### src/rtl/tocs_pkg.sv
// What this block does
// (RULE1) six cutoff and six supervisor slots, one per axis
// (RULE2) cutoff input low engages, high releases
// (RULE3) engaged cutoff removes motor power path
// (RULE4) ready when released, no quick stop, supply good
// (RULE5) optional internal and external fast path triggers
// (RULE6) unsuppressed encoder error: run to alarm, outputs off
// (RULE7) enabled supervisor keeps controller running on error
// (RULE8) supervisor output high when enabled and fault free
// (RULE9) disabled supervisor suppresses nothing, alarm raised
// (RULE10) encoder alarms carry prefix E with code
// (RULE11) max speed codes 3309/3310, 3329/3330 suppressible
// (RULE12) sensor comparison codes suppressible, both axes
// (RULE13) section length codes 3307/3308, 3327/3328 suppressible
// (RULE14) fault gone plus program reset restores output
// (RULE15) fast trigger latched until acknowledged after clearing
// (RULE16) supervisor output never recovers without reset
package tocs_pkg;
	localparam int TOCS_AXES = 6;
	localparam int TOCS_CODE_W = 16;
	localparam int TOCS_NCODES = 16;
	localparam logic [TOCS_CODE_W-1:0] TOCS_CODES [TOCS_NCODES] = '{
		16'h0CED, 16'h0CEE, 16'h0D01, 16'h0D02,
		16'h0CE5, 16'h0CE6, 16'h0CF9, 16'h0CFA,
		16'h0CE7, 16'h0CE8, 16'h0CFA, 16'h0CFB,
		16'h0CEB, 16'h0CEC, 16'h0CFF, 16'h0D00
	};
	localparam logic [TOCS_CODE_W-1:0] TOCS_CODE_RST = 16'h0000;

	typedef enum logic [0:0] {
		TOCS_RUN = 1'b0,
		TOCS_ALARM = 1'b1
	} tocs_ctrl_t;

	function automatic logic tocs_listed(input logic [TOCS_CODE_W-1:0] c);
		logic hit;
		hit = 1'b0;
		for (int k = 0; k < TOCS_NCODES; k++) begin
			if (TOCS_CODES[k] == c) begin
				hit = 1'b1; // RULE11 RULE12 RULE13
			end
		end
		return hit;
	endfunction
endpackage

### src/rtl/tocs_enc_if.sv
`timescale 1ns/100ps
`default_nettype none
interface tocs_enc_if;
	import tocs_pkg::*;
	logic err_valid;
	logic [TOCS_CODE_W-1:0] err_code;
	logic err_present;
	logic present;
	logic enable;
	logic reset_req;
	logic status;
	logic suppress;
	modport sup (input err_valid, err_code, err_present, present, enable,
		reset_req, output status, suppress);
	modport ctl (output err_valid, err_code, err_present, present, enable,
		reset_req, input status, suppress);
endinterface
`default_nettype wire

### src/rtl/tocs_enc_sup.sv
`timescale 1ns/100ps
`default_nettype none
module tocs_enc_sup
	import tocs_pkg::*;
(
	input wire logic clk_in,
	input wire logic rst_in,
	tocs_enc_if.sup bus
);
	logic fault;
	logic listed;

	assign listed = tocs_listed(bus.err_code);

	// a new listed error in the same cycle as the program reset keeps the fault
	always_ff @(posedge clk_in or posedge rst_in) begin
		if (rst_in) begin
			fault <= 1'b0;
		end else if (bus.err_valid && listed) begin
			fault <= 1'b1;
		end else if (bus.reset_req && !bus.err_present) begin
			fault <= 1'b0; // RULE14 RULE16
		end
	end

	assign bus.status = bus.present && bus.enable && !fault; // RULE8
	// only an enabled supervisor hides the error from the controller
	assign bus.suppress = bus.present && bus.enable && listed; // RULE7 RULE9
endmodule
`default_nettype wire

### src/rtl/tocs_top.sv
`timescale 1ns/100ps
`default_nettype none
module tocs_top
	import tocs_pkg::*;
#(
	parameter int N_AXES = TOCS_AXES,
	parameter int AXIS_W = $clog2(TOCS_AXES)
) (
	input wire logic clk_in,
	input wire logic rst_in,
	input wire logic [N_AXES-1:0] cutoff_in,
	input wire logic [N_AXES-1:0] quick_stop_in,
	input wire logic supply_ok_in,
	input wire logic [N_AXES-1:0] fast_int_sel_in,
	input wire logic [N_AXES-1:0] fast_ext_sel_in,
	input wire logic [N_AXES-1:0] fast_int_trig_in,
	input wire logic fast_ext_trig_in,
	input wire logic [N_AXES-1:0] fast_ack_in,
	input wire logic [N_AXES-1:0] sup_present_in,
	input wire logic [N_AXES-1:0] sup_enable_in,
	input wire logic [N_AXES-1:0] sup_reset_in,
	input wire logic [N_AXES-1:0] enc_err_present_in,
	input wire logic enc_err_valid_in,
	input wire logic [AXIS_W-1:0] enc_err_axis_in,
	input wire logic [TOCS_CODE_W-1:0] enc_err_code_in,
	input wire logic sys_err_valid_in,
	input wire logic [TOCS_CODE_W-1:0] sys_err_code_in,
	output logic [N_AXES-1:0] power_on_out,
	output logic [N_AXES-1:0] start_inhibit_out,
	output logic [N_AXES-1:0] ready_out,
	output logic [N_AXES-1:0] fast_latched_out,
	output logic [N_AXES-1:0] enc_ok_out,
	output logic ctrl_alarm_out,
	output logic safe_out_enable_out,
	output logic alarm_valid_out,
	output logic alarm_enc_out,
	output logic [TOCS_CODE_W-1:0] alarm_code_out
);
	tocs_ctrl_t state;
	tocs_ctrl_t next_state;
	logic [N_AXES-1:0] int_meta;
	logic [N_AXES-1:0] int_sync;
	logic ext_meta;
	logic ext_sync;
	logic [N_AXES-1:0] fast_lat;
	logic [N_AXES-1:0] sup_vec;
	logic enc_alarm;
	logic any_alarm;

	tocs_enc_if enc_bus[N_AXES]();

	// fast triggers are pins: two flops before anything reads them
	always_ff @(posedge clk_in or posedge rst_in) begin
		if (rst_in) begin
			int_meta <= '0;
			int_sync <= '0;
			ext_meta <= 1'b0;
			ext_sync <= 1'b0;
		end else begin
			int_meta <= fast_int_trig_in;
			int_sync <= int_meta;
			ext_meta <= fast_ext_trig_in;
			ext_sync <= ext_meta;
		end
	end

	// one cutoff and one supervisor per axis, never more
	for (genvar i = 0; i < N_AXES; i++) begin : g_axis // RULE1
		logic trig;
		logic engaged;

		// internal path from this unit, external from all the others
		assign trig = (fast_int_sel_in[i] && int_sync[i]) ||
			(fast_ext_sel_in[i] && ext_sync); // RULE5

		// set wins: an ack while the trigger still stands is ignored
		always_ff @(posedge clk_in or posedge rst_in) begin
			if (rst_in) begin
				fast_lat[i] <= 1'b0;
			end else if (trig) begin
				fast_lat[i] <= 1'b1; // RULE15
			end else if (fast_ack_in[i]) begin
				fast_lat[i] <= 1'b0; // RULE15
			end
		end

		// alarm state also drops power, like every other safe output
		assign engaged = !cutoff_in[i] || fast_lat[i] ||
			(next_state == TOCS_ALARM); // RULE2

		always_ff @(posedge clk_in or posedge rst_in) begin
			if (rst_in) begin
				power_on_out[i] <= 1'b0;
				start_inhibit_out[i] <= 1'b1;
				ready_out[i] <= 1'b0;
				fast_latched_out[i] <= 1'b0;
			end else begin
				power_on_out[i] <= !engaged; // RULE3
				start_inhibit_out[i] <= engaged; // RULE4
				ready_out[i] <= !engaged && !quick_stop_in[i] &&
					supply_ok_in; // RULE4
				fast_latched_out[i] <= fast_lat[i];
			end
		end

		assign enc_bus[i].err_valid = enc_err_valid_in &&
			(enc_err_axis_in == AXIS_W'(i));
		assign enc_bus[i].err_code = enc_err_code_in;
		assign enc_bus[i].err_present = enc_err_present_in[i];
		assign enc_bus[i].present = sup_present_in[i];
		assign enc_bus[i].enable = sup_enable_in[i];
		assign enc_bus[i].reset_req = sup_reset_in[i];
		assign sup_vec[i] = enc_bus[i].suppress;

		tocs_enc_sup u_sup (
			.clk_in(clk_in),
			.rst_in(rst_in),
			.bus(enc_bus[i])
		);

		always_ff @(posedge clk_in or posedge rst_in) begin
			if (rst_in) begin
				enc_ok_out[i] <= 1'b0;
			end else begin
				enc_ok_out[i] <= enc_bus[i].status; // RULE8
			end
		end
	end

	// an axis index beyond the last slot can never be suppressed
	always_comb begin
		enc_alarm = enc_err_valid_in;
		if (enc_err_valid_in && (int'(enc_err_axis_in) < N_AXES)) begin
			enc_alarm = !sup_vec[enc_err_axis_in]; // RULE6 RULE7 RULE9
		end
	end

	assign any_alarm = enc_alarm || sys_err_valid_in;

	// alarm is left only by a full reset of the controller
	always_comb begin
		next_state = state;
		unique case (state)
			TOCS_RUN: begin
				if (any_alarm) begin
					next_state = TOCS_ALARM; // RULE6 RULE9
				end
			end
			TOCS_ALARM: begin
				next_state = TOCS_ALARM;
			end
		endcase
	end

	always_ff @(posedge clk_in or posedge rst_in) begin
		if (rst_in) begin
			state <= TOCS_RUN;
			ctrl_alarm_out <= 1'b0;
			safe_out_enable_out <= 1'b0;
		end else begin
			state <= next_state;
			ctrl_alarm_out <= (next_state == TOCS_ALARM);
			// outputs die in the same edge the alarm is taken
			safe_out_enable_out <= (next_state == TOCS_RUN); // RULE6
		end
	end

	// encoder alarms take priority when both sources fire together
	always_ff @(posedge clk_in or posedge rst_in) begin
		if (rst_in) begin
			alarm_valid_out <= 1'b0;
			alarm_enc_out <= 1'b0;
			alarm_code_out <= TOCS_CODE_RST;
		end else begin
			alarm_valid_out <= any_alarm;
			alarm_enc_out <= enc_alarm; // RULE10
			if (enc_alarm) begin
				alarm_code_out <= enc_err_code_in; // RULE10
			end else if (sys_err_valid_in) begin
				alarm_code_out <= sys_err_code_in;
			end
		end
	end
endmodule
`default_nettype wire
### config.mk
export PLATFORM = sky130hd
export DESIGN_NAME = tocs_top
export DESIGN_NICKNAME = d
export VERILOG_FILES = /design/src/rtl/tocs_pkg.sv /design/src/rtl/tocs_enc_if.sv /design/src/rtl/tocs_enc_sup.sv /design/src/rtl/tocs_top.sv
export SDC_FILE = /design/constraint.sdc
export NUM_CORES = 1
export LEC_CHECK = 0
export BUFFER_PORTS_ARGS = -buffer_cell sky130_fd_sc_hd__buf_2
export CAP_MARGIN = 20
export CORE_MARGIN = 2
export CORE_UTILIZATION = 40
export DETAILED_ROUTE_END_ITERATION = 16
export PLACE_DENSITY = 0.73
export SLEW_MARGIN = 20
export SYNTH_ARGS = -nofsm -noshare
export SYNTH_HDL_FRONTEND = slang
export SYNTH_HIERARCHICAL = 1
export SYNTH_SLANG_ARGS = --single-unit
### constraint.sdc
create_clock -name clk_in -period 4 [get_ports clk_in]
set_input_delay 0.2 -clock clk_in [delete_from_list [all_inputs] [get_ports clk_in]]
set_output_delay 0.2 -clock clk_in [all_outputs]
set_load 0.03 [all_outputs]
# --- Word-level counts from Yosys, hierarchy flattened ---
# Cells that the tools add are included.
word_totals:
  reg_bits: 76
  inputBits: 101
  output_inout_bits: 50
  elab_cells: 246
op_classes:
  magnitude_cmp: 2
  eq_ne: 20
  n_mux: 46
  bitwise: 2
  reduce_logical: 125
op_table:
  columns: ["op", "count"]
  rows:
  - ["$eq 12x16->1 const A", 15]
  - ["$logic_and 1x1->1", 61]
  - ["$mux 1", 42]
  - ["$mux 16", 2]
  - ["$logic_not 1->1", 31]
  - ["$reduce_bool 2->1", 13]
  - ["$logic_or 1x1->1", 19]
  - ["$eq 3x2->1 const B", 2]
  - ["$eq 3x3->1 const B", 2]
  - ["$lt 3x4->1 const B", 1]
  - ["$bmux 1 s3", 1]
  - ["$eq 3x1->1 const B", 1]
  - ["$logic_not 3->1", 1]
  - ["$lt 3x3->1 const B", 1]
  - ["$not 1->1", 2]
  - ["$pmux 1 s2", 1]

# --- Logic depth before layout (Yosys ltp) ---
# Gate-level depths: netlist (run 1).
depth:
  ltp_word: 28
  depth_mapped: 10

# --- Hierarchy ---
# The synthesis (run 1) kept the hierarchy.
modules_own_cells:
  columns: ["module", "n_inst", "cells_each", "area_each_um2"]
  rows:
  - ["tocs_top", 1, 175, 2576.2]
  - ["tocs_enc_sup", 6, 29, 225.2]

# --- Worst setup path after synthesis (run 1) ---
# Ideal clock, no wire load.
synth_timing:
  kind: "input to register"
  from: "input port enc_err_code_in[9]"
  to: "register alarm_code_out[0]"
  setup_ns: 0.127
  arrival_time_ns: 2.015
  required_time_ns: 3.873
  setup_slack_ns: 1.858
  path_stages: 10
  n_path_buf: 2
  path_cell_list: "or4b_4 -> nor4_4 -> o211ai_1 -> a21oi_1 -> mux2i_1 -> nor3_1 -> a211oi_2 -> buf_4 -> buf_6 -> mux2_1"
synth_via:
  elab_chain_cells: 22
synth_lines:
  columns: ["element", "line_no", "text"]
  rows:
  - ["from (decl)", "tocs_top.sv:25", "input wire logic [TOCS_CODE_W-1:0] enc_err_code_in,"]
  - ["$eq 12x16->1", "tocs_pkg.sv:39", "if (TOCS_CODES[k] == c) begin"]
  - ["$mux 1 (14 in series)", "tocs_pkg.sv:39", null]
  - ["$mux 1 *", "tocs_pkg.sv:39", null]
  - ["$logic_and 1x1->1 *", "tocs_enc_sup.sv:28", "assign bus.suppress = bus.present && bus.enable && listed;"]
  - ["via enc_bus[2].suppress", "tocs_enc_if.sv:12", "logic suppress;"]
  - ["$bmux 1 s3 *", "tocs_top.sv:134", "enc_alarm = !sup_vec[enc_err_axis_in];"]
  - ["$mux 1 (not written as such) *", "tocs_top.sv:134", null]
  - ["$logic_not 1->1 *", "tocs_top.sv:134", null]
  - ["$mux 1 *", "tocs_top.sv:133", "if (enc_err_valid_in && (int'(enc_err_axis_in) < N_AXES)) begin"]
  - ["$mux 16 or $reduce_bool 2->1 (tied branches)", null, null]
  - ["to (signal assigned)", "tocs_top.sv:178", "alarm_code_out <= enc_err_code_in;"]
  - ["to (signal assigned)", "tocs_top.sv:180", "alarm_code_out <= sys_err_code_in;"]
  - ["to (decl)", "tocs_top.sv:37", "output logic [TOCS_CODE_W-1:0] alarm_code_out"]
# Mark *: on every way through the listed nets, which the timed path passes. The rest lies on a longest branch. The select of a mux whose other input is x is not followed.
# A chain may end at the register's enable or synchronous reset.

# --- Final worst setup path (run 1) ---
layout_timing:
  from: "input port enc_err_code_in[3]"
  to: "register start_inhibit_out[4]"
layout_via:
  elab_chain_cells: 25
layout_lines:
  columns: ["element", "line_no", "text"]
  rows:
  - ["$eq 12x16->1", "tocs_pkg.sv:39", null]
  - ["$mux 1 (14 in series)", "tocs_pkg.sv:39", null]
  - ["$mux 1 *", "tocs_pkg.sv:39", null]
  - ["$logic_and 1x1->1 *", "tocs_enc_sup.sv:28", null]
  - ["via enc_bus[3].suppress", "tocs_enc_if.sv:12", null]
  - ["$bmux 1 s3 *", "tocs_top.sv:134", null]
  - ["$mux 1 (not written as such) *", "tocs_top.sv:134", null]
  - ["$logic_not 1->1 *", "tocs_top.sv:134", null]
  - ["$mux 1 *", "tocs_top.sv:133", null]
  - ["$logic_or 1x1->1 *", "tocs_top.sv:138", "assign any_alarm = enc_alarm || sys_err_valid_in;"]
  - ["$mux 1 *", "tocs_top.sv:145", "if (any_alarm) begin"]
  - ["$pmux 1 s2 *", "tocs_top.sv:143", "unique case (state)"]
  - ["$logic_or 1x1->1 *", "tocs_top.sv:88", "assign engaged = !cutoff_in[i] || fast_lat[i] ||"]
  - ["via g_axis[4].engaged", "tocs_top.sv:70", "logic engaged;"]
  - ["to (signal, indexed assignment)", "tocs_top.sv:99", "start_inhibit_out[i] <= engaged;"]
  - ["to (decl)", "tocs_top.sv:29", "output logic [N_AXES-1:0] start_inhibit_out,"]
# Marked as above.

==> results of run 1 <==
-- routing by layer --
layer | up-vias | track usage [%]
li1 | 1676 | -
met2 | 136 | 35.0
met5 | - | 0
met3 | 12 | 3.39
met1 | 1678 | 25.8
met4 | 0 | 6.07
-- power groups by stage --
stage	combinational, W	clock, W	sequential, W
global placement	0.000302	0	0.000838
finish	0.000315	0.000556	0.000824
detailed placement	0.000308	0	0.000840
global route	0.000345	0.000607	0.000829
CTS	0.000315	0.000577	0.000825
floorplan	0.000112	0	0.000891
-- flip-flops by register name, summed over array words and instances, names as in the netlist, 6 cells and up --
| signal | cells |
|---|---|
| fast_latched_out | 6 |
| int_meta | 6 |
| ready_out | 6 |
| enc_ok_out | 6 |
| start_inhibit_out | 6 |
| g_axis.u_sup/fault | 6 |
| alarm_code_out | 16 |
| power_on_out | 6 |
| fast_lat | 6 |
| int_sync | 6 |
-- synth_stat cells --
cell type,count
o21ai_1,6
nand4bb_1,6
buf_4,3
and4b_1,1
mux2_1,3
nor4b_1,2
nor2b_1,1
dfstp_2,6
or2_2,8
nand2_1,13
or4_1,5
dfrtp_1,70
buf_6,2
nor3_1,8
mux2i_1,2
o211ai_1,6
buf_2,1
nor4bb_1,2
o31ai_1,6
a22oi_1,6
o2111ai_1,6
a21oi_1,18
nand3_1,13
nand4b_1,6
nor2_1,15
or2_1,6
o21ai_0,13
or3b_1,6
clkbuf_1,4
o2111a_1,12
mux2_2,29
nor4_1,16
or4b_4,6
nand2b_1,2
a211oi_2,1
inv_1,25
and3_1,1
nor4_4,6
o311ai_0,6
mux2_4,1
-- stage by stage --
step           cells  setup slack (ns)  utilization (%)  hold slack, ns  instance area (µm²)
6_report         650              1.45             52.9          0.0165                 5090
5_1_grt          650              1.27             52.9         0.00156                 5090
4_1_cts          648              1.26             52.6         0.00392                 5070
3_5_place_dp     624             0.892             49.8           0.136                 4800
3_3_place_gp     624             0.961             49.8           0.132                 4800
2_1_floorplan    349              1.86                -         -0.0713                 3930
-- final cells by class --
cell class	instances	area (µm²)	area share, %
Clock inverter	7	67.6	1.33
Inverter	25	93.8	1.84
Multi-Input combinational cell	238	1870	36.6
Tap cell	133	166	3.27
Clock buffer	9	124	2.43
Sequential cell	76	1910	37.5
Timing Repair Buffer	162	867	17.0
-- critical path, stage by stage --
cell	delay, ns
buf_2	0.26
or4b_4	0.59
nor4_4	0.18
o211ai_1	0.14
a21oi_1	0.17
mux2i_1	0.09
o21ai_0	0.35
a211oi_4	0.13
buf_4	0.22
or4_1	0.47
-- logic make-up (layout without fill, tap and decap cells) --
family                 count (synthesis)  count (layout)  synth area share, %
multiplexers                          35              35                 10.1
buffers and inverters                 35             203                 4.05
AND/OR/NAND/NOR                      123             123                 22.7
AO/OA/AOI/OAI                         80              80                 14.6
flip-flops                            76              76                 48.6
-- worst paths after layout --
check                                         to  depth (start not counted)
min in group asynchronous  g_axis[5].u_sup/fault                          3
setup / recovery            start_inhibit_out[4]                         10
hold reg to reg                      int_sync[3]                          0
hold / removal                      ready_out[2]                          2
setup reg to reg                    ready_out[3]                          3
max in group asynchronous   start_inhibit_out[5]                          4
-- repair_timing --
item / 4_1_cts / 5_1_grt
hold buffers: 8 / 1
setup buffers: 0 / 0
hold endpoints to repair: 13 / 1
endpoints found under the setup margin: 0 / 0
==> run_results.csv, run 1 <==
group,metric,value,unit
timing,rsz0062_at_grt,"no",
final_layout,diodes,0,
power_and_ir_drop,p_total,0.00170,W
final_layout,drive_above_1_share,43.9,%
floorplan,die_x,103,µm
drt,wl_met1,4450,µm
synth,syn_area_per_cell,11.3,µm²
power_and_ir_drop,power.leakage,2.33,nW
cts,cts.repair.resized,0,
timing,slew_headroom,43.8,%
cts,clk_pin_slew_worst_paths,0.08,ns
floorplan,core,9640,µm²
cts,cts_sinks,76,
worst_setup_path,r2r-start,"state",
global_route,grtUsageTotal,20.2,%
global_route,grt_pass1_wl,16500,µm
cts,root_buffer,"clkbuf_8",
timing,min_period,2.55,ns
drt,wl_per_cell,16.4,µm
timing,slew_violations,0,
cts,cts_tree,"done",
timing,fin_crit_sh,63.8,%
power_and_ir_drop,clkPwrFrac,32.8,%
synth,yosysTopAreaCell,"dfrtp_1",
timing,finalSetupViolations,0,
power_and_ir_drop,pwr-share-comb,18.6,%
timing,fmax,0.392,GHz
global_route,grt_max_degree,39,
global_route,grt_overflow,0,
synth,synth_nets,450,
drt,drt_pass1_iterations,4,
final_layout,fin_nets,613,
worst_setup_path,end_kind,"flip-flop",
worst_setup_path,reg2reg_slack,2.70,ns
global_route,antenna_found_initial,0,
drt,routed_via_density,5.39,
drt,route.vias.total,3502,
drt,drtIter0Drc,165,
drt,ant_nets,0,
global_route,grt_pass1_vias,3433,
floorplan,die_h,103,µm
final_layout,final_cell_mix,"150 x buf_2, 70 x dfrtp_1, 29 x mux2_2",
power_and_ir_drop,ir_drop,0.149,mV
power_and_ir_drop,p_seq_share,48.6,%
run,maxCapViolCount,0,
worst_setup_path,crit_path_max_fanout,31,
placed_design,dp_hpwl,7840,µm
timing,setup-tns-final,0,ns
placed_design,gp_congestion,0.906,
worst_hold_path,worstHoldStart,"quick_stop_in[2]",
drt,wl_met2,5370,µm
outcome,status,"finished, final reports clean",
power_and_ir_drop,swShare,31.1,%
cts,htree_levels,3,
worst_setup_path,cp_data_arrival_time,2.81,ns
floorplan,initial_core_util,40.7,%
cts,clock_latency,0.34,ns
synth,ys_top_cells_by_area,"dfrtp_1 45%, mux2_2 8.3%, dfstp_2 4.0%",
worst_setup_path,cp-start-kind,"input port",
cts,cts-buffers-inserted,9,
drt,route.met3.wl,677,µm
floorplan,pin_count,151,
floorplan,die-area,10600,µm²
drt,drc,0,
power_and_ir_drop,power.internal,0.00117,W
worst_setup_path,worstSetupStartpoint,"enc_err_code_in[3]",
drt,drt-total-wl,10600,µm
synth,netlist_area,3930,µm²
final_layout,final_common_cell,"buf_2",
power_and_ir_drop,switchingPower,0.000527,W
placed_design,portBuffers,150,
synth,ys_seq_area_share,48.6,%
cts,cts_max_path_buffers,2,
timing,worst_pin_slew,0.841,ns
drt,routed.top_layer,"met4",
timing,report.final.hold_viol_count,0,
synth,ys_seq_elements,76,
worst_setup_path,worst_ep_required_time,4.26,ns
synth,synth_cells,349,
final_layout,n_fill_cell,898,
synth,ys_warn_count,6,
power_and_ir_drop,powerDensity,333,nW/µm²
worst_setup_path,path_class,"input port to flip-flop",
synth,yosysTopAreaCellShare,44.6,%
synth,yosysUniqueCellTypes,40,
final_layout,area_delta_synth_final,29.7,%
floorplan,num_rows,36,
timing,clock_skew,0.00864,ns
worst_hold_path,holdCritPathClass,"input port to flip-flop",
(Power assumes the default switching activity.)
==> inputs of run 2 (changes only) <==
==> constraint.sdc (replaced) <==
create_clock -name clk_in -period 2.5 [get_ports clk_in]
set_input_delay 0.125 -clock clk_in [delete_from_list [all_inputs] [get_ports clk_in]]
set_output_delay 0.125 -clock clk_in [all_outputs]
set_load 0.03 [all_outputs]
==> run_results.csv, run 2 (synthesis gave the netlist of run 1 again) <==
group,metric,value,unit
final_layout,final_cell_mix,"150 x buf_2, 70 x dfrtp_1, 29 x mux2_2",
final_layout,final_common_cell,"buf_2",
timing,clock_skew,0.0109,ns
placed_design,dp_hpwl,8040,µm
power_and_ir_drop,ir_drop,0.399,mV
worst_hold_path,holdCritPathClass,"input port to flip-flop",
floorplan,die-area,10600,µm²
placed_design,place_area,5000,µm²
global_route,grt_max_degree,33,
drt,routed_via_density,5.37,
worst_setup_path,worstPathBufferInverterCount,4,
outcome,status,"finished, final reports clean",
final_layout,fin_nets,649,
cts,cts.repair.resized,0,
worst_setup_path,cpMostUsedCell,"buf_4",
drt,wl_per_cell,16.3,µm
worst_setup_path,path_class,"input port to flip-flop",
cts,cts-buffers-inserted,9,
final_layout,top_register,"alarm_code_out",
drt,drt-total-wl,11200,µm
timing,slew_violations,0,
placed_design,place_inst,647,
final_layout,area_delta_synth_final,38.0,%
floorplan,initial_core_util,40.7,%
final_layout,largest_reg_flops,16,
final_layout,fin_util,56.2,%
cts,clk_pin_slew_worst_paths,0.09,ns
final_layout,diodes,0,
cts,cts_sinks,76,
drt,drtIter0Drc,156,
global_route,busiest_layer,"met2",
drt,drt_pass1_iterations,4,
final_layout,drive_above_1_share,45.0,%
run,maxCapViolCount,0,
global_route,grt_pass1_vias,3627,
global_route,antenna_found_initial,0,
worst_setup_path,cp_data_arrival_time,2.53,ns
timing,min_period,2.29,ns
final_layout,n_fill_cell,818,
timing,setup-tns-final,0,ns
worst_setup_path,worst-path-stages,12,
final_layout,finish.instance_area,5420,µm²
timing,worst_pin_slew,0.568,ns
timing,slew_headroom,62.1,%
power_and_ir_drop,p_total,0.00278,W
worst_setup_path,crit_path_max_fanout,24,
final_layout,fin_cells,686,
worst_setup_path,worst_ep_required_time,2.73,ns
global_route,grtUsageTotal,20.7,%
power_and_ir_drop,power.leakage,2.50,nW
worst_setup_path,rr_worst_depth,3,
floorplan,die_x,103,µm
floorplan,die_h,103,µm
timing,fmax,0.436,GHz
worst_hold_path,hold_path_depth,3,
floorplan,num_rows,36,
global_route,grt_overflow,0,
worst_setup_path,path_cells,"buf_2, or4b_4, nor4_4, o211ai_1, a21oi_1, mux2i_1, o21ai_0, buf_4, a211oi_4, buf_12, buf_4, nor4_1",
floorplan,pin_count,151,
worst_setup_path,slowest_stage,"or4b_4",
floorplan,core,9640,µm²
timing,rsz0062_at_grt,"no",
worst_setup_path,critical-path-max-stage-delay,0.55,ns
global_route,grtUsageMet3,4.47,%
cts,root_buffer,"clkbuf_8",
worst_setup_path,cp-start-kind,"input port",
drt,route.vias.total,3683,
timing,report.final.hold_viol_count,0,
drt,ant_nets,0,
cts,cts_max_path_buffers,2,
cts,cts_tree,"done",
power_and_ir_drop,powerDensity,512,nW/µm²
worst_setup_path,critical-path-top-delay-family,"simple AND/OR/NAND/NOR gates",
worst_setup_path,end_kind,"flip-flop",
placed_design,gp_congestion,0.913,
global_route,use_met1,25.4,%
cts,htree_levels,3,
timing,finalSetupViolations,0,
timing,fin_crit_sh,91.7,%
drt,drc,0,
cts,clock_latency,0.35,ns
placed_design,portBuffers,150,
global_route,grt_pass1_wl,17000,µm
global_route,met2_usage,36.5,%
run 2: cell count changes in the layout (fill, tap and decap cells not counted), sizes merged:
cell and delta:
buf +22, dlygate4sd3 +14
run 2: what timing repair did:
item	4_1_cts	5_1_grt
endpoints found under the hold margin	46	0
hold buffers	23	0
buffers inserted	0	0
run 2: worst min-delay path: stages:
cell,delay [ns]
buf_2,0.07
o21ai_0,0.06
nand3_1,0.07
run 2: per-stage QoR:
stage	hold WS, ns	setup WS (ns)
after floorplan	-0.146	0.433
after global placement	0.0604	-0.00821
after detailed placement	0.0623	-0.108
after CTS	0.000214	0.257
after global routing	0.0132	0.0472
final	0.0132	0.206
run 2: final cells by class:
type                    instances  area (µm²)  share of cell area [%]
flip-flops and latches         76        1910                    35.2
multi-input cells             238        1870                    34.4
repair buffers                198        1190                    22.0
well taps                     133         166                    3.07
clock buffers                   9         124                    2.29
inverters                      25        93.8                    1.73
clock inverters                 7        65.1                    1.20
run 2: final timing paths:
path                                            start                     to  slack [ns]
max in group asynchronous                      rst_in      alarm_code_out[2]        1.37
min in group asynchronous                      rst_in  g_axis[5].u_sup/fault        0.25
worst max register to register               ext_sync            fast_lat[4]        1.08
worst max-delay path               enc_err_code_in[2]           ready_out[2]        0.21
worst min-delay path            enc_err_present_in[4]  g_axis[4].u_sup/fault        0.01
worst min register to register            int_meta[2]            int_sync[2]        0.35
run 2: per-layer routing:
metal	up-vias	wire, µm
met4	0	200
li1	1737	-
met1	1769	4660
met3	21	689
met5	-	0
met2	156	5660
run 2: report_power, final:
part,leakage [nW],switching [W],internal (W)
clock network,0.0947,0.000515,0.000387
registers,0.920,0.0000260,0.00129
logic,1.48,0.000323,0.000234
total,2.50,0.000865,0.00191
==> inputs of run 3 (changes only) <==
--- a/config.mk
+++ b/config.mk
@@ -5,6 +5,7 @@
 export SDC_FILE = /design/constraint.sdc
 export NUM_CORES = 1
 export LEC_CHECK = 0
+export ABC_AREA = 1
 export BUFFER_PORTS_ARGS = -buffer_cell sky130_fd_sc_hd__buf_2
 export CAP_MARGIN = 20
 export CORE_MARGIN = 2
==> run_results.csv, run 3 <==
group,metric,value,unit
power_and_ir_drop,power.leakage,3.10,nW
placed_design,portBuffers,150,
worst_setup_path,critical-path-max-stage-delay,0.41,ns
floorplan,pin_count,151,
cts,cts-buffers-inserted,9,
synth,synth_most_common_cell,"nand2_1",
worst_setup_path,cpMostUsedCell,"nand2_1",
synth,synth_nets,647,
synth,yosysTopAreaCell,"dfrtp_1",
timing,setup-tns-final,0,ns
power_and_ir_drop,powerDensity,539,nW/µm²
worst_setup_path,slowest_stage,"buf_2",
outcome,status,"finished, final reports clean",
worst_setup_path,worst_ep_required_time,2.79,ns
cts,clock_latency,0.35,ns
final_layout,diodes,0,
cts,clk_pin_slew_worst_paths,0.09,ns
synth,synth_commonest_cells,"189 x nand2_1, 80 x nor2_1, 70 x dfrtp_1",
worst_setup_path,worstPathBufferInverterCount,2,
cts,post-cts-setup-buffers,0,
worst_hold_path,hold_path_depth,4,
drt,routed_via_density,4.75,
timing,slew_violations,0,
floorplan,num_rows,36,
final_layout,final_cell_mix,"189 x nand2_1, 150 x buf_2, 80 x nor2_1",
timing,report.final.hold_viol_count,0,
worst_setup_path,worst-path-stages,16,
worst_setup_path,path_cells,"buf_2, nand2_1, nor2_1, nand3_1, nand2_1, nand2_1, a21oi_1, nand2_1, nand2_1, nand2_1, nand2_1, nand2_2, nand2_4, buf_4, nand3_1, nand3_1",
cts,cts_sinks,76,
synth,netlist_area,3920,µm²
timing,min_period,1.89,ns
worst_setup_path,end_kind,"flip-flop",
final_layout,largest_reg_flops,16,
timing,worst_pin_slew,0.858,ns
floorplan,die_x,103,µm
final_layout,n_fill_cell,954,
timing,finalSetupViolations,0,
worst_setup_path,cp_data_arrival_time,2.18,ns
drt,drt_pass1_iterations,4,
floorplan,die_h,103,µm
cts,cts_tree,"done",
timing,clock_skew,0.0111,ns
final_layout,fin_nets,826,
floorplan,initial_core_util,40.7,%
drt,ant_nets,0,
timing,fin_crit_sh,75.6,%
timing,fin_hold_ws,0.0150,ns
timing,fmax,0.529,GHz
worst_setup_path,crit_path_max_fanout,25,
global_route,grtUsageTotal,21.9,%
final_layout,drive_above_1_share,28.8,%
global_route,antenna_found_initial,0,
synth,ys_warn_count,6,
run,maxCapViolCount,0,
drt,wl_per_cell,13.4,µm
synth,yosysTopAreaCellShare,44.7,%
global_route,grt_overflow,0,
cts,cts_max_path_buffers,2,
synth,synth_edf_count,0,
synth,yosysUniqueCellTypes,19,
floorplan,die-area,10600,µm²
final_layout,top_register,"alarm_code_out",
drt,route.vias.total,4103,
global_route,grt_max_degree,71,
drt,drtIter0Drc,181,
worst_hold_path,holdCritPathClass,"input port to flip-flop",
final_layout,final_common_cell,"nand2_1",
placed_design,gp_congestion,0.935,
power_and_ir_drop,ir_drop,0.345,mV
synth,synth_top_flop_cell,"dfrtp_1",
cts,htree_levels,3,
worst_setup_path,cp-start-kind,"input port",
global_route,grt_pass1_vias,3906,
timing,rsz0062_at_grt,"no",
worst_setup_path,path_class,"input port to flip-flop",
cts,root_buffer,"clkbuf_8",
synth,synth_cells,546,
synth,synthArstFlopShare,100,%
synth,ys_seq_elements,76,
synth,ys_seq_area_share,48.7,%
floorplan,core,9640,µm²
final_layout,area_delta_synth_final,34.0,%
worst_setup_path,rr_worst_depth,3,
cts,cts.repair.resized,0,
global_route,grt_pass1_wl,17700,µm
timing,slew_headroom,42.8,%
synth,syn_area_per_cell,7.18,µm²
power_and_ir_drop,p_total,0.00283,W
drt,drt-total-wl,11600,µm
drt,drc,0,
synth,ys_top_cells_by_area,"dfrtp_1 45%, nand2_1 18%, nand3_1 8.7%",
placed_design,dp_hpwl,8440,µm
worst_setup_path,critical-path-top-delay-family,"simple AND/OR/NAND/NOR gates",
==> run 3: final timing paths <==
kind,from,endpoint,slack [ns]
worst max-delay path,enc_err_code_in[3],alarm_code_out[9],0.61
worst min-delay path,quick_stop_in[3],ready_out[3],0.01
worst max register to register,ext_sync,fast_lat[5],1.16
worst min register to register,ext_meta,ext_sync,0.35
max in group asynchronous,rst_in,alarm_code_out[8],1.29
min in group asynchronous,rst_in,g_axis[5].u_sup/fault,0.22
==> run 3: cell type report <==
type | instances | area (µm²) | share of cell area (%)
Clock buffer | 9 | 124 | 2.36
Sequential cell | 76 | 1910 | 36.3
Clock inverter | 7 | 87.6 | 1.67
Multi-Input combinational cell | 385 | 1670 | 31.7
Tap cell | 133 | 166 | 3.17
Inverter | 76 | 288 | 5.47
Timing Repair Buffer | 177 | 1020 | 19.3
==> run 3: routing by layer <==
layer	global-route usage [%]	vias up	wire length [µm]
met1	25.6	1889	4810
met5	0	-	0
met3	5.02	10	791
met4	8.60	0	141
li1	-	2049	-
met2	38.9	155	5860
==> run 3: cell families (layout without fill, tap and decap cells) <==
kind of cell | count (synthesis) | count (layout) | synth area share, %
flip-flops | 76 | 76 | 48.7
buffers and inverters | 85 | 269 | 8.87
AND/OR/NAND/NOR | 367 | 367 | 39.8
AO/OA/AOI/OAI | 18 | 18 | 2.68
==> run 3: power breakdown <==
part	total [W]	leakage (nW)	internal (W)	switching (W)
Combinational	0.000521	2.06	0.000181	0.000340
Clock	0.000994	0.109	0.000487	0.000507
Sequential	0.00132	0.927	0.00129	0.0000285
Total	0.00283	3.10	0.00196	0.000876
==> run 3: stage by stage <==
stage,util (%),worst slack [ns],cell area (µm²),cells
floorplan,-,0.617,3920,546
global placement,49.7,0.369,4790,822
detailed placement,49.7,0.277,4790,822
CTS,54.5,0.644,5260,863
global route,54.5,0.407,5260,863
finish,54.5,0.609,5260,863
==> run 3: tightest hold or removal path, cell delays in order <==
cell	delay, ns
buf_2	0.07
inv_1	0.03
nand2_1	0.05
nor2_1	0.04
==> run 3: what timing repair did <==
item	in CTS	in global routing
hold endpoints to repair	26	0
hold buffers	25	0
endpoints found under the setup margin	0	0
